## src/pkg/asr_regs.svh

```systemverilog
// register offsets, fields, reset values and timing counts of the receiver
// assumes 32-bit axi4-lite, one aligned word per register
`ifndef ASR_REGS_SVH
`define ASR_REGS_SVH
`define ASR_OFF_CTRL      12'h000
`define ASR_OFF_STATUS    12'h004
`define ASR_OFF_DATA      12'h008
`define ASR_OFF_RATE      12'h00c
`define ASR_OFF_IRQ_STAT  12'h010
`define ASR_OFF_IRQ_MASK  12'h014
`define ASR_OFF_TIMER1    12'h018
`define ASR_OFF_TIMER2    12'h01c
// ctrl fields
`define ASR_CTRL_RXEN     0
`define ASR_CTRL_WAKE     1
`define ASR_CTRL_STOP2    2
`define ASR_CTRL_PAREN    3
`define ASR_CTRL_PARODD   4
`define ASR_CTRL_SRC      5
`define ASR_CTRL_T2SEL    6
// status fields
`define ASR_ST_FULL       0
`define ASR_ST_OVERRUN_FRAMING_ERR_FLAG       1
`define ASR_ST_PAR        2
`define ASR_ST_BUSY       3
// irq fields
`define ASR_IRQ_FULL      0
`define ASR_IRQ_OVERRUN_FRAMING_ERR_FLAG      1
`define ASR_IRQ_PAR       2
// reset values
`define ASR_RATE_RESET    16'h000c
`define ASR_CTRL_RESET    7'h00
// sampling ratio and timer2 e/8, e/128 dividers
`define ASR_OVERSAMPLE    16
`define ASR_E8_DIV        8
`define ASR_E128_DIV      128
`endif

```

## src/pkg/asr_pkg.sv

```systemverilog
// types shared by the serial receiver modules
// assumes asr_regs.svh supplies the numeric constants
package asr_pkg;
    typedef enum logic [2:0] {
        ASR_IDLE,
        ASR_START,
        ASR_DATA,
        ASR_PARITY,
        ASR_STOP1,
        ASR_STOP2
    } asr_state_e;

    typedef struct packed {
        logic [15:0] div;
        logic        tick;
    } asr_rate_s;

    typedef struct packed {
        asr_state_e  state;
        logic [3:0]  phase;
        logic [2:0]  bitIdx;
        logic [7:0]  shift;
        logic        parErr;
        logic        frmErr;
        logic        lineOld;
        logic        done;
        logic [7:0]  dataOut;
        logic        doneParErr;
        logic        doneFrmErr;
    } asr_rx_s;

    function automatic logic asr_parity(input logic [7:0] d, input logic odd);
        asr_parity = (^d) ^ odd;
    endfunction
endpackage

```

## src/pkg/asr_rx_if.sv

```systemverilog
// frame completion link between the bit engine and the register block
// assumes both ends share clk
`timescale 1ns/100ps
interface asr_rx_if;
    logic       done;
    logic [7:0] data;
    logic       parErr;
    logic       frmErr;
    logic       busy;
    modport engine (output done, data, parErr, frmErr, busy);
    modport regs   (input done, data, parErr, frmErr, busy);
endinterface

```

## src/rtl/asr_rate_gen.sv

```systemverilog
// bit-rate generator: timer1 free counter and timer2 counter, x16 tick
// assumes software keeps the selected counter untouched while receiving
`timescale 1ns/100ps
`include "asr_regs.svh"
module asr_rate_gen
    import asr_pkg::*;
#(
    parameter int DIV_W = 16
) (
    // clock and reset
    input  wire logic             clk,
    input  wire logic             reset,
    // configuration
    input  wire logic             useTimer2,
    input  wire logic             t2Slow,
    input  wire logic [DIV_W-1:0] rateDiv,
    // counter writes
    input  wire logic             t1Write,
    input  wire logic             t2Write,
    input  wire logic [DIV_W-1:0] wrData,
    // outputs
    output logic [DIV_W-1:0]      t1Count,
    output logic [DIV_W-1:0]      t2Count,
    output logic                  sampleTick
);
    if (DIV_W < 8) begin
        $error("asr_rate_gen: DIV_W too small");
    end

    typedef struct packed {
        logic [DIV_W-1:0] t1;
        logic [DIV_W-1:0] t2;
        logic [DIV_W-1:0] acc;
        logic             tick;
    } asr_gen_s;

    asr_gen_s s_q, s_d;
    logic     t1E8, t1E128, t2Step, srcStep;

    always_comb begin
        s_d    = s_q;
        // e/8 and e/128 come off the free counter, so its writes delay t2
        t1E8   = (s_q.t1[2:0] == 3'h7);
        t1E128 = (s_q.t1[6:0] == 7'h7f);
        t2Step = t2Slow ? t1E128 : t1E8;
        srcStep = useTimer2 ? t2Step : 1'b1;
        // runs on the internal clock only, never stretched by bus waits
        s_d.t1 = s_q.t1 + 1'b1;
        if (t1Write) begin
            s_d.t1 = wrData; // a write restarts timing, delaying bits
        end
        if (t2Step) begin
            s_d.t2 = s_q.t2 + 1'b1;
        end
        if (t2Write) begin
            s_d.t2 = wrData;
        end
        s_d.tick = 1'b0;
        if ((useTimer2 && t2Write) || (!useTimer2 && t1Write)) begin
            s_d.acc = '0;
        end else if (srcStep) begin
            // one tick per rateDiv+1 source steps gives the x16 rate
            if (s_q.acc >= rateDiv) begin
                s_d.acc  = '0;
                s_d.tick = 1'b1;
            end else begin
                s_d.acc = s_q.acc + 1'b1;
            end
        end
    end

    always_ff @(posedge clk) begin
        if (reset) begin
            s_q <= '0;
        end else begin
            s_q <= s_d;
        end
    end

    assign t1Count    = s_q.t1;
    assign t2Count    = s_q.t2;
    assign sampleTick = s_q.tick;
endmodule

```

## src/rtl/asr_bit_engine.sv

```systemverilog
// bit engine: start detect, 16x sampling, parity and stop checks
// assumes sampleTick is a one-cycle pulse at sixteen times the bit rate
`timescale 1ns/100ps
`include "asr_regs.svh"
module asr_bit_engine
    import asr_pkg::*;
(
    // clock and reset
    input  wire logic clk,
    input  wire logic reset,
    // control
    input  wire logic sampleTick,
    input  wire logic active,
    input  wire logic stop2,
    input  wire logic parEn,
    input  wire logic parOdd,
    // line
    input  wire logic rxLine,
    // frame out
    asr_rx_if.engine  fr
);
    asr_rx_s s_q, s_d;
    logic    fallEdge, midTick, riseTick;

    always_comb begin
        s_d      = s_q;
        s_d.done = 1'b0;
        // phase 0..7 is the low half of the sampling clock, 8..15 the high
        // half: the falling edge detects, the rising edge samples
        riseTick = sampleTick && (s_q.phase == 4'h7);
        midTick  = sampleTick && (s_q.phase == 4'hf);
        fallEdge = s_q.lineOld && !rxLine;
        if (sampleTick) begin
            s_d.lineOld = rxLine;
            s_d.phase   = s_q.phase + 4'h1;
        end
        case (s_q.state)
            ASR_IDLE: begin
                if (active && sampleTick && !rxLine) begin
                    // level detect: a held-low line after a bad stop still
                    // starts a frame, so breaks show as framing errors
                    if (fallEdge) begin
                        s_d.phase = 4'h1; // retime on the edge only
                    end
                    s_d.state  = ASR_START;
                    s_d.parErr = 1'b0;
                    s_d.frmErr = 1'b0;
                    s_d.bitIdx = 3'h0;
                end
            end
            ASR_START: begin
                if (riseTick) begin
                    // a start that is high again was a glitch
                    s_d.state = rxLine ? ASR_IDLE : ASR_START;
                end else if (midTick) begin
                    s_d.state = ASR_DATA;
                end
            end
            ASR_DATA: begin
                if (riseTick) begin
                    s_d.shift = {rxLine, s_q.shift[7:1]};
                end
                if (midTick) begin
                    s_d.bitIdx = s_q.bitIdx + 3'h1;
                    if (s_q.bitIdx == 3'h7) begin
                        s_d.state = parEn ? ASR_PARITY : ASR_STOP1;
                    end
                end
            end
            ASR_PARITY: begin
                if (riseTick) begin
                    s_d.parErr = asr_parity(s_q.shift, parOdd) != rxLine;
                end
                if (midTick) begin
                    s_d.state = ASR_STOP1;
                end
            end
            ASR_STOP1: begin
                if (riseTick) begin
                    s_d.frmErr = !rxLine;
                    if (!stop2) begin
                        s_d.state = ASR_IDLE;
                        s_d.done  = 1'b1;
                    end
                end
                if (midTick && stop2) begin
                    s_d.state = ASR_STOP2;
                end
            end
            ASR_STOP2: begin
                if (riseTick) begin
                    // either stop bit low is a framing error
                    s_d.frmErr = s_q.frmErr || !rxLine;
                    s_d.state  = ASR_IDLE;
                    s_d.done   = 1'b1;
                end
            end
            default: s_d.state = ASR_IDLE;
        endcase
        if (s_d.done) begin
            s_d.dataOut    = s_d.shift;
            s_d.doneParErr = s_d.parErr;
            s_d.doneFrmErr = s_d.frmErr;
        end
        if (!active) begin
            s_d.state = ASR_IDLE;
            s_d.done  = 1'b0;
        end
    end

    always_ff @(posedge clk) begin
        if (reset) begin
            s_q         <= '0;
            s_q.state   <= ASR_IDLE;
            s_q.lineOld <= 1'b1;
        end else begin
            s_q <= s_d;
        end
    end

    assign fr.done   = s_q.done;
    assign fr.data   = s_q.dataOut;
    assign fr.parErr = s_q.doneParErr;
    assign fr.frmErr = s_q.doneFrmErr;
    assign fr.busy   = (s_q.state != ASR_IDLE);
endmodule

```

## src/rtl/async_serial_receiver.sv

```systemverilog
// asynchronous serial receiver with axi4-lite registers and one interrupt
// assumes rxLine is synchronous to clk and idles high
//
// Behaviour
// the sampling clock runs at sixteen times the configured bit rate.
// start is found on the falling half and bits are sampled on the rising half of the sampling clock.
// a low line level starts a frame, so frames follow a framing error and breaks are seen.
// timing is cleared on a start falling edge and kept otherwise.
// software sets receive enable before wake-up; wake-up in the same write as enable is not set.
// writing zero to wake-up clears it and receiving resumes the next cycle.
// normal, overrun, parity and framing frames set the flags as tabled.
// overrun with any other error reports overrun only.
// parity plus framing without overrun sets both error flags and not data full.
// a frame with parity and framing errors still loads the data register.
// with two stop bits both are checked for framing.
// data moves to the data register only while data full is clear.
// the bit rate comes from timer1 or timer2, timer2 fed by e/8 or e/128 off timer1.
// writing the selected counter delays bit timing.
// bit timing runs from the internal clock and no bus wait alters it.
// data full stays zero while wake-up is set with receive enabled.
// data full and overrun/framing clear on a status read then a data read.
//
// The implementer's own choices: the AXI4-Lite slave port and the register offsets.
`timescale 1ns/100ps
`include "asr_regs.svh"
module async_serial_receiver
    import asr_pkg::*;
(
    // clock and reset
    input  wire logic        clk,
    input  wire logic        reset,
    // serial line
    input  wire logic        rxLine,
    // axi4-lite write
    input  wire logic [11:0] s_axi_awaddr,
    input  wire logic        s_axi_awvalid,
    output logic             s_axi_awready,
    input  wire logic [31:0] s_axi_wdata,
    input  wire logic [3:0]  s_axi_wstrb,
    input  wire logic        s_axi_wvalid,
    output logic             s_axi_wready,
    output logic [1:0]       s_axi_bresp,
    output logic             s_axi_bvalid,
    input  wire logic        s_axi_bready,
    // axi4-lite read
    input  wire logic [11:0] s_axi_araddr,
    input  wire logic        s_axi_arvalid,
    output logic             s_axi_arready,
    output logic [31:0]      s_axi_rdata,
    output logic [1:0]       s_axi_rresp,
    output logic             s_axi_rvalid,
    input  wire logic        s_axi_rready,
    // interrupt
    output logic             irq
);
    typedef struct packed {
        logic        awHave;
        logic [11:0] awAddr;
        logic        wHave;
        logic [31:0] wData;
        logic [3:0]  wStrb;
        logic        awReady;
        logic        wReady;
        logic        bValid;
        logic [1:0]  bResp;
        logic        arReady;
        logic        rValid;
        logic [31:0] rData;
        logic [1:0]  rResp;
        logic [6:0]  ctrl;
        logic [15:0] rate;
        logic        full;
        logic        overrun_framing_err_flag;
        logic        par;
        logic [7:0]  data;
        logic        statSeen;
        logic [2:0]  irqStat;
        logic [2:0]  irqMask;
        logic        irq;
    } asr_top_s;

    asr_top_s    s_q, s_d;
    asr_rx_if    fr ();
    logic        rxEn, wake, doWrite, doRead;
    logic        t1Wr, t2Wr, tick;
    logic [15:0] t1Cnt, timer2_counter;
    logic [11:0] wAddr;
    logic [2:0]  evt;

    assign rxEn = s_q.ctrl[`ASR_CTRL_RXEN];
    assign wake = s_q.ctrl[`ASR_CTRL_WAKE];

    asr_rate_gen #(
        .DIV_W (16)
    ) u_rate (
        .clk        (clk),
        .reset      (reset),
        .useTimer2  (s_q.ctrl[`ASR_CTRL_SRC]),
        .t2Slow     (s_q.ctrl[`ASR_CTRL_T2SEL]),
        .rateDiv    (s_q.rate),
        .t1Write    (t1Wr),
        .t2Write    (t2Wr),
        .wrData     (s_q.wData[15:0]),
        .t1Count    (t1Cnt),
        .t2Count    (timer2_counter),
        .sampleTick (tick)
    );

    asr_bit_engine u_engine (
        .clk        (clk),
        .reset      (reset),
        .sampleTick (tick),
        .active     (rxEn && !wake),
        .stop2      (s_q.ctrl[`ASR_CTRL_STOP2]),
        .parEn      (s_q.ctrl[`ASR_CTRL_PAREN]),
        .parOdd     (s_q.ctrl[`ASR_CTRL_PARODD]),
        .rxLine     (rxLine),
        .fr         (fr)
    );

    assign doWrite = s_q.awHave && s_q.wHave && !s_q.bValid;
    assign wAddr   = s_q.awAddr;
    assign t1Wr    = doWrite && (wAddr == `ASR_OFF_TIMER1);
    assign t2Wr    = doWrite && (wAddr == `ASR_OFF_TIMER2);
    assign doRead  = s_axi_arvalid && s_q.arReady;

    always_comb begin
        s_d = s_q;
        evt = 3'h0;
        // write channels taken in either order
        if (s_axi_awvalid && s_q.awReady) begin
            s_d.awHave  = 1'b1;
            s_d.awAddr  = s_axi_awaddr;
            s_d.awReady = 1'b0;
        end
        if (s_axi_wvalid && s_q.wReady) begin
            s_d.wHave  = 1'b1;
            s_d.wData  = s_axi_wdata;
            s_d.wStrb  = s_axi_wstrb;
            s_d.wReady = 1'b0;
        end
        if (s_q.bValid && s_axi_bready) begin
            s_d.bValid  = 1'b0;
            s_d.awReady = 1'b1;
            s_d.wReady  = 1'b1;
        end
        if (doWrite) begin
            s_d.awHave = 1'b0;
            s_d.wHave  = 1'b0;
            s_d.bValid = 1'b1;
            s_d.bResp  = 2'b00;
            if (wAddr == `ASR_OFF_CTRL) begin
                if (s_q.wStrb[0]) begin
                    s_d.ctrl = s_q.wData[6:0];
                    // wake-up only sticks when enable was already set
                    if (!rxEn) begin
                        s_d.ctrl[`ASR_CTRL_WAKE] = 1'b0;
                    end
                    // a zero clears wake-up; engine runs next cycle
                end
            end else if (wAddr == `ASR_OFF_RATE) begin
                if (s_q.wStrb[0]) s_d.rate[7:0] = s_q.wData[7:0];
                if (s_q.wStrb[1]) s_d.rate[15:8] = s_q.wData[15:8];
            end else if (wAddr == `ASR_OFF_IRQ_STAT) begin
                if (s_q.wStrb[0]) s_d.irqStat = s_q.irqStat & ~s_q.wData[2:0];
            end else if (wAddr == `ASR_OFF_IRQ_MASK) begin
                if (s_q.wStrb[0]) s_d.irqMask = s_q.wData[2:0];
            end else if (wAddr == `ASR_OFF_TIMER1 ||
                         wAddr == `ASR_OFF_TIMER2 ||
                         wAddr == `ASR_OFF_STATUS ||
                         wAddr == `ASR_OFF_DATA) begin
                s_d.bResp = 2'b00;
            end else begin
                s_d.bResp = 2'b10;
            end
        end
        // read channel
        if (s_q.rValid && s_axi_rready) begin
            s_d.rValid  = 1'b0;
            s_d.arReady = 1'b1;
        end
        if (doRead) begin
            s_d.arReady = 1'b0;
            s_d.rValid  = 1'b1;
            s_d.rResp   = 2'b00;
            s_d.rData   = 32'h0000_0000;
            if (s_axi_araddr == `ASR_OFF_CTRL) begin
                s_d.rData[6:0] = s_q.ctrl;
            end else if (s_axi_araddr == `ASR_OFF_STATUS) begin
                s_d.rData[`ASR_ST_FULL] = s_q.full;
                s_d.rData[`ASR_ST_OVERRUN_FRAMING_ERR_FLAG] = s_q.overrun_framing_err_flag;
                s_d.rData[`ASR_ST_PAR]  = s_q.par;
                s_d.rData[`ASR_ST_BUSY] = fr.busy;
                s_d.statSeen = s_q.full || s_q.overrun_framing_err_flag;
            end else if (s_axi_araddr == `ASR_OFF_DATA) begin
                s_d.rData[7:0] = s_q.data;
                // status read then data read clears the flags
                if (s_q.statSeen) begin
                    s_d.full     = 1'b0;
                    s_d.overrun_framing_err_flag     = 1'b0;
                    s_d.par      = 1'b0;
                    s_d.statSeen = 1'b0;
                end
            end else if (s_axi_araddr == `ASR_OFF_RATE) begin
                s_d.rData[15:0] = s_q.rate;
            end else if (s_axi_araddr == `ASR_OFF_IRQ_STAT) begin
                s_d.rData[2:0] = s_q.irqStat;
            end else if (s_axi_araddr == `ASR_OFF_IRQ_MASK) begin
                s_d.rData[2:0] = s_q.irqMask;
            end else if (s_axi_araddr == `ASR_OFF_TIMER1) begin
                s_d.rData[15:0] = t1Cnt;
            end else if (s_axi_araddr == `ASR_OFF_TIMER2) begin
                s_d.rData[15:0] = timer2_counter;
            end else begin
                s_d.rResp = 2'b10;
            end
        end
        // frame completion; set wins over a same-cycle read clear
        if (fr.done) begin
            if (s_q.full) begin
                // overrun masks any parity or framing error
                s_d.full    = 1'b1;
                s_d.overrun_framing_err_flag    = 1'b1;
                s_d.par     = 1'b0;
                evt         = 3'h2;
                // held data is kept, new char dropped
            end else if (fr.parErr || fr.frmErr) begin
                s_d.full = 1'b0;
                s_d.overrun_framing_err_flag = fr.frmErr;
                s_d.par  = fr.parErr;
                evt      = {fr.parErr, fr.frmErr, 1'b0};
                if (fr.parErr && fr.frmErr) begin
                    s_d.data = fr.data; // readable after double error
                end
            end else begin
                s_d.full = 1'b1;
                s_d.overrun_framing_err_flag = 1'b0;
                s_d.par  = 1'b0;
                s_d.data = fr.data; // load only while full is clear
                evt      = 3'h1;
            end
            s_d.statSeen = 1'b0;
        end
        if (rxEn && wake) begin
            s_d.full = 1'b0;
            evt[0]   = 1'b0;
        end
        s_d.irqStat = s_d.irqStat | evt;
        s_d.irq     = |(s_d.irqStat & s_d.irqMask);
    end

    always_ff @(posedge clk) begin
        if (reset) begin
            s_q         <= '0;
            s_q.awReady <= 1'b1;
            s_q.wReady  <= 1'b1;
            s_q.arReady <= 1'b1;
            s_q.ctrl    <= `ASR_CTRL_RESET;
            s_q.rate    <= `ASR_RATE_RESET;
        end else begin
            s_q <= s_d;
        end
    end

    assign s_axi_awready = s_q.awReady;
    assign s_axi_wready  = s_q.wReady;
    assign s_axi_bvalid  = s_q.bValid;
    assign s_axi_bresp   = s_q.bResp;
    assign s_axi_arready = s_q.arReady;
    assign s_axi_rvalid  = s_q.rValid;
    assign s_axi_rdata   = s_q.rData;
    assign s_axi_rresp   = s_q.rResp;
    assign irq           = s_q.irq;
endmodule

```

## config.mk

```make
export PLATFORM = sky130hd
export DESIGN_NAME = async_serial_receiver
export DESIGN_NICKNAME = d
export VERILOG_FILES = /design/src/pkg/asr_pkg.sv /design/src/pkg/asr_rx_if.sv /design/src/rtl/asr_rate_gen.sv /design/src/rtl/asr_bit_engine.sv /design/src/rtl/async_serial_receiver.sv
export VERILOG_INCLUDE_DIRS = /design/src /design/src/pkg
export SDC_FILE = /design/constraint.sdc
export NUM_CORES = 1
export LEC_CHECK = 0
export BUFFER_PORTS_ARGS = -buffer_cell sky130_fd_sc_hd__buf_2
export CORE_ASPECT_RATIO = 0.75
export CORE_MARGIN = 10
export CORE_UTILIZATION = 60
export DETAILED_ROUTE_END_ITERATION = 10
export HOLD_SLACK_MARGIN = 0.05
export PLACE_DENSITY = 0.89
export SLEW_MARGIN = 25
export SYNTH_ARGS = -nofsm -noshare
export SYNTH_HDL_FRONTEND = slang
export SYNTH_HIERARCHICAL = 1
export SYNTH_SLANG_ARGS = --single-unit
```

## constraint.sdc

```tcl
create_clock -name clk -period 7.2 [get_ports clk]
set_clock_uncertainty 0.1 [all_clocks]
set_input_delay 0 -clock clk [delete_from_list [all_inputs] [get_ports clk]]
set_output_delay 0 -clock clk [all_outputs]
set_load 0.01 [all_outputs]
```

==> metrics.md <==
| Metric | Value |
|---|---|
| Setup TNS | `0 ns` |
| Iteration-0 DRC Markers | `1014` |
| Mux cell area share after synthesis | `6.54%` |
| Num rows | `39` |
| HPWL after DPL | `16.1 mm` |
| Pin count of the biggest net entering global routing | `85` |
| Minimum clock period | `3.74 ns` |
| Switching Power | `0.539 mW` |
| Setup WS pre-CTS | `3.63 ns` |
| Nets | `around 1200` |
| Sequential Area | `3560 um^2` |
| Final Hold Fails | `0` |
| Static Leakage | `just under 4 nW` |
| Fmax | `between 0.2 and 0.3 GHz` |
| Synth Area in Adders | `3.21%` |
| Worst endpoint required time | `7.41 ns` |
| Ys async rst share | `0%` |
| Clock slew at reported path FFs | `0.07 ns` |
| Fin Hold WS | `0.0680 ns` |
| Synthesized area | `~9400 um^2` |
| Startpoint types | `register` |
| Number of synthesized register bits | `roughly 180` |
| Die area | `about 21000 um^2` |
| Worst slew margin | `32.7%` |
| IO buf count | `73` |
| H-tree Lvls | `4` |
| Reg2reg end | `u_rate/s_q[16]$_SDFFE_PP0N_` |
| Chip Height | `128 um` |
| Post-CTS Repair Setup Buffers | `0` |
| Layout cells sized above 1 | `12.8%` |
| Area grow syn2layout | `11.3%` |
| Power Density | `approximately 210 nW/um^2` |
| Yosys top cell area share | `approximately two fifths` |
| TritonCTS buffer count | `17` |
| Clock power share | `46.7%` |
| Peak supply drop | `177 uV` |
| TritonRoute pass-1 iters | `6` |
| Reg2reg start | `wAddr[1]$_SDFFE_PP0P_` |
| Synth Area in Simple Gates | `21.9%` |
| Final worst slack | `roughly 3.5 ns` |
| Sequential Power Share | `between 40% and 50%` |
| Most Crowded Layer GR | `met2` |
| Top post-synthesis cells by area | `dfxtp_1 38%, buf_4 6.4%, nor2_1 5.5%` |
| Cells after Synth | `roughly 1100` |
| Worst Setup EP | `u_rate/s_q[16]$_SDFFE_PP0N_` |
| Synth cell types | `71` |
| Element type at the critical path end | `register` |
| Post-CTS Hold Fix Bufs | `54` |
| Prevailing post-synth register cell | `dfxtp_1` |
| Sequential share of the synthesized area | `roughly two fifths` |
| Ant. Diodes | `0` |
| Post-Synth XOR/XNOR Area | `5.14%` |
| Reg2Reg Setup Slack | `3.46 ns` |
| Vias per cell | `6.11` |
| Die Span X | `164 um` |
| Synth warn | `6` |
| Tot Pwr | `2.20 mW` |
| Core Region | `about 15000 um^2` |
| Placed Area | `9250 um^2` |
| Total wire length | `25.2 mm` |
| Clk sink count | `178` |
| Fillcell total | `1169` |
| Top-count cell post-synth | `dfxtp_1` |
| Worst slew pin tran | `1.00 ns` |
| Post-route ant nets | `0` |
| Switching part of the total | `approximately a quarter` |
| Synth cell count leaders | `178 x dfxtp_1, 138 x nor2_1, 113 x nand2_1` |
| Syn avg cell area | `8.57 um^2` |
| Critical Path Start | `wAddr[1]$_SDFFE_PP0P_` |
| Maxcap violations | `0` |
| RSZ-0062 raised after global routing | `no` |
| Critical Path AT | `3.94 ns` |
| GP Congestion | `0.908` |
| Met1 Use GR | `29.5%` |
| Clock buffer depth | `2` |
| Fin crit share | `between 50% and 60%` |
| Initial Utilization | `61.3%` |
| Final setup violation count | `0` |
| Design area | `between 10000 and 15000 um^2` |
| Hold Crit Class | `input pin to register` |
| Yosys top cell by area | `dfxtp_1` |
| Crit path max fanout | `18` |
| GRT Util Overall | `23.7%` |
| Max-slew violation count | `0` |
| First-pass GRT wire length | `41.0 mm` |
| Detailed-route DRC error count | `0` |
| Post-DR wirelength/cell | `roughly 19 um` |
| Remaining Overflow, GRT | `0` |
| M3 GR Usage | `6.35%` |
| CTS root buf | `clkbuf_16` |
| Compound-Gate Fraction of Synth Area | `14.7%` |
| Largest family of logic cells by synthesized area | `simple AND/OR/NAND/NOR gates` |
| Ports | `110` |
| Post-cts resize count | `0` |
| Worst r2r path cells | `8` |
| GR Layer Usage met2 | `around two fifths` |
| CTS tree | `yes` |
| Worst-Skew Late Latency | `0.45 ns` |
| Hold_sp | `s_axi_araddr[8]` |
| Setup CP Type | `register to register` |
| Gate power share | `6.7%` |
| Post-synth EDFFs | `0` |
| Vias in the first global route | `8111` |
| Status | `finished, final reports clean` |
| DR vias | `8221` |
| P_int | `1.66 mW` |
| Multi-input gate area | `slightly below 5000 um^2` |
| Initial antenna violation count | `0` |
-- state kept, by name, indices dropped and copies added (netlist names) --
register,flops
u_rate/sampleTick,1
u_engine/fr.done,1
s_axi_arready,1
u_rate/s_q,16
s_axi_rdata,16
s_axi_bresp,1
u_engine/s_q,21
s_axi_wready,1
u_engine/fr.data,8
u_rate/t2Count,16
wAddr,12
s_axi_rvalid,1
u_engine/fr.parErr,1
u_engine/fr.frmErr,1
s_axi_awready,1
s_q,60
u_rate/t1Count,16
rxEn,1
irq,1
s_axi_bvalid,1
s_axi_rresp,1
-- per-layer routing --
metal / up-vias / wire length, um
met5: - / 0
met4: 0 / 620
met3: 76 / 2410
met2: 455 / 11800
met1: 3898 / 10400
li1: 3792 / -
-- cell usage in the layout, fill, tap and decap left out, drive strengths merged, types with 27 or more instances in the layout --
cell / count
o21ai: 44
a211oi: 29
mux2i: 50
inv: 43
xnor2: 37
nand4: 27
buf: 75
a21oi: 75
dfxtp: 178
nor2: 139
nand2: 114
dlygate4sd3: 54
-- critical path: stages (launching register included) --
cell,delay [ns]
dfxtp_1,0.34
nor4_4,0.40
and4_1,0.36
and3_1,0.62
inv_1,0.41
o211ai_1,0.54
nor4_1,0.13
a2bb2oi_2,0.57
nor2_1,0.12
-- stage by stage --
step | util [%] | std cells
floorplan | - | 1110
global placement | 60.5 | 1260
detailed placement | 60.6 | 1260
CTS | 68.3 | 1346
global route | 68.3 | 1346
finish | 68.3 | 1346
-- area by class of cell --
type                    instances  share of cell area, %
multi-input cells             764                   47.0
flip-flops and latches        178                   34.2
repair buffers                129                   8.85
clock buffers                  18                   4.21
well taps                     205                   2.46
clock inverters                14                   1.93
inverters                      38                   1.37
-- cell families (layout without fill, tap and decap cells) --
group / Yosys count / in the layout
adders and majority gates: 24 / 24
other: 1 / 18
xor gates and xnor gates: 55 / 55
muxes: 57 / 57
AOI/OAI and AO/OA: 211 / 211
buffers and inverters: 168 / 199
and+or+nand+nor: 399 / 399
DFF: 178 / 178
-- power by group through the flow --
stage | clock network, mW | logic [mW] | registers, mW
final | 1.03 | 0.147 | 1.02
after floorplan | 0 | 0.0923 | 1.04
after global placement | 0 | 0.112 | 1.04
after CTS | 1.02 | 0.141 | 1.02
after global routing | 1.07 | 0.161 | 1.03
after detailed placement | 0 | 0.116 | 1.05
-- how the worst min path moves through the flow --
stage | end | slack, ns | cells after the start
after floorplan | s_axi_awready$_SDFFE_PP1P_ | 0.0004 | 1
after global placement | s_axi_wready$_SDFFE_PP1P_ | 0.11 | 2
after detailed placement | s_axi_awready$_SDFFE_PP1P_ | 0.12 | 2
after CTS | s_q[7]$_SDFFE_PP0P_ | 0.06 | 5
after global routing | s_q[7]$_SDFFE_PP0P_ | 0.1 | 5
final | s_q[7]$_SDFFE_PP0P_ | 0.07 | 5
Note: power is estimated with default switching activity, not from simulation.
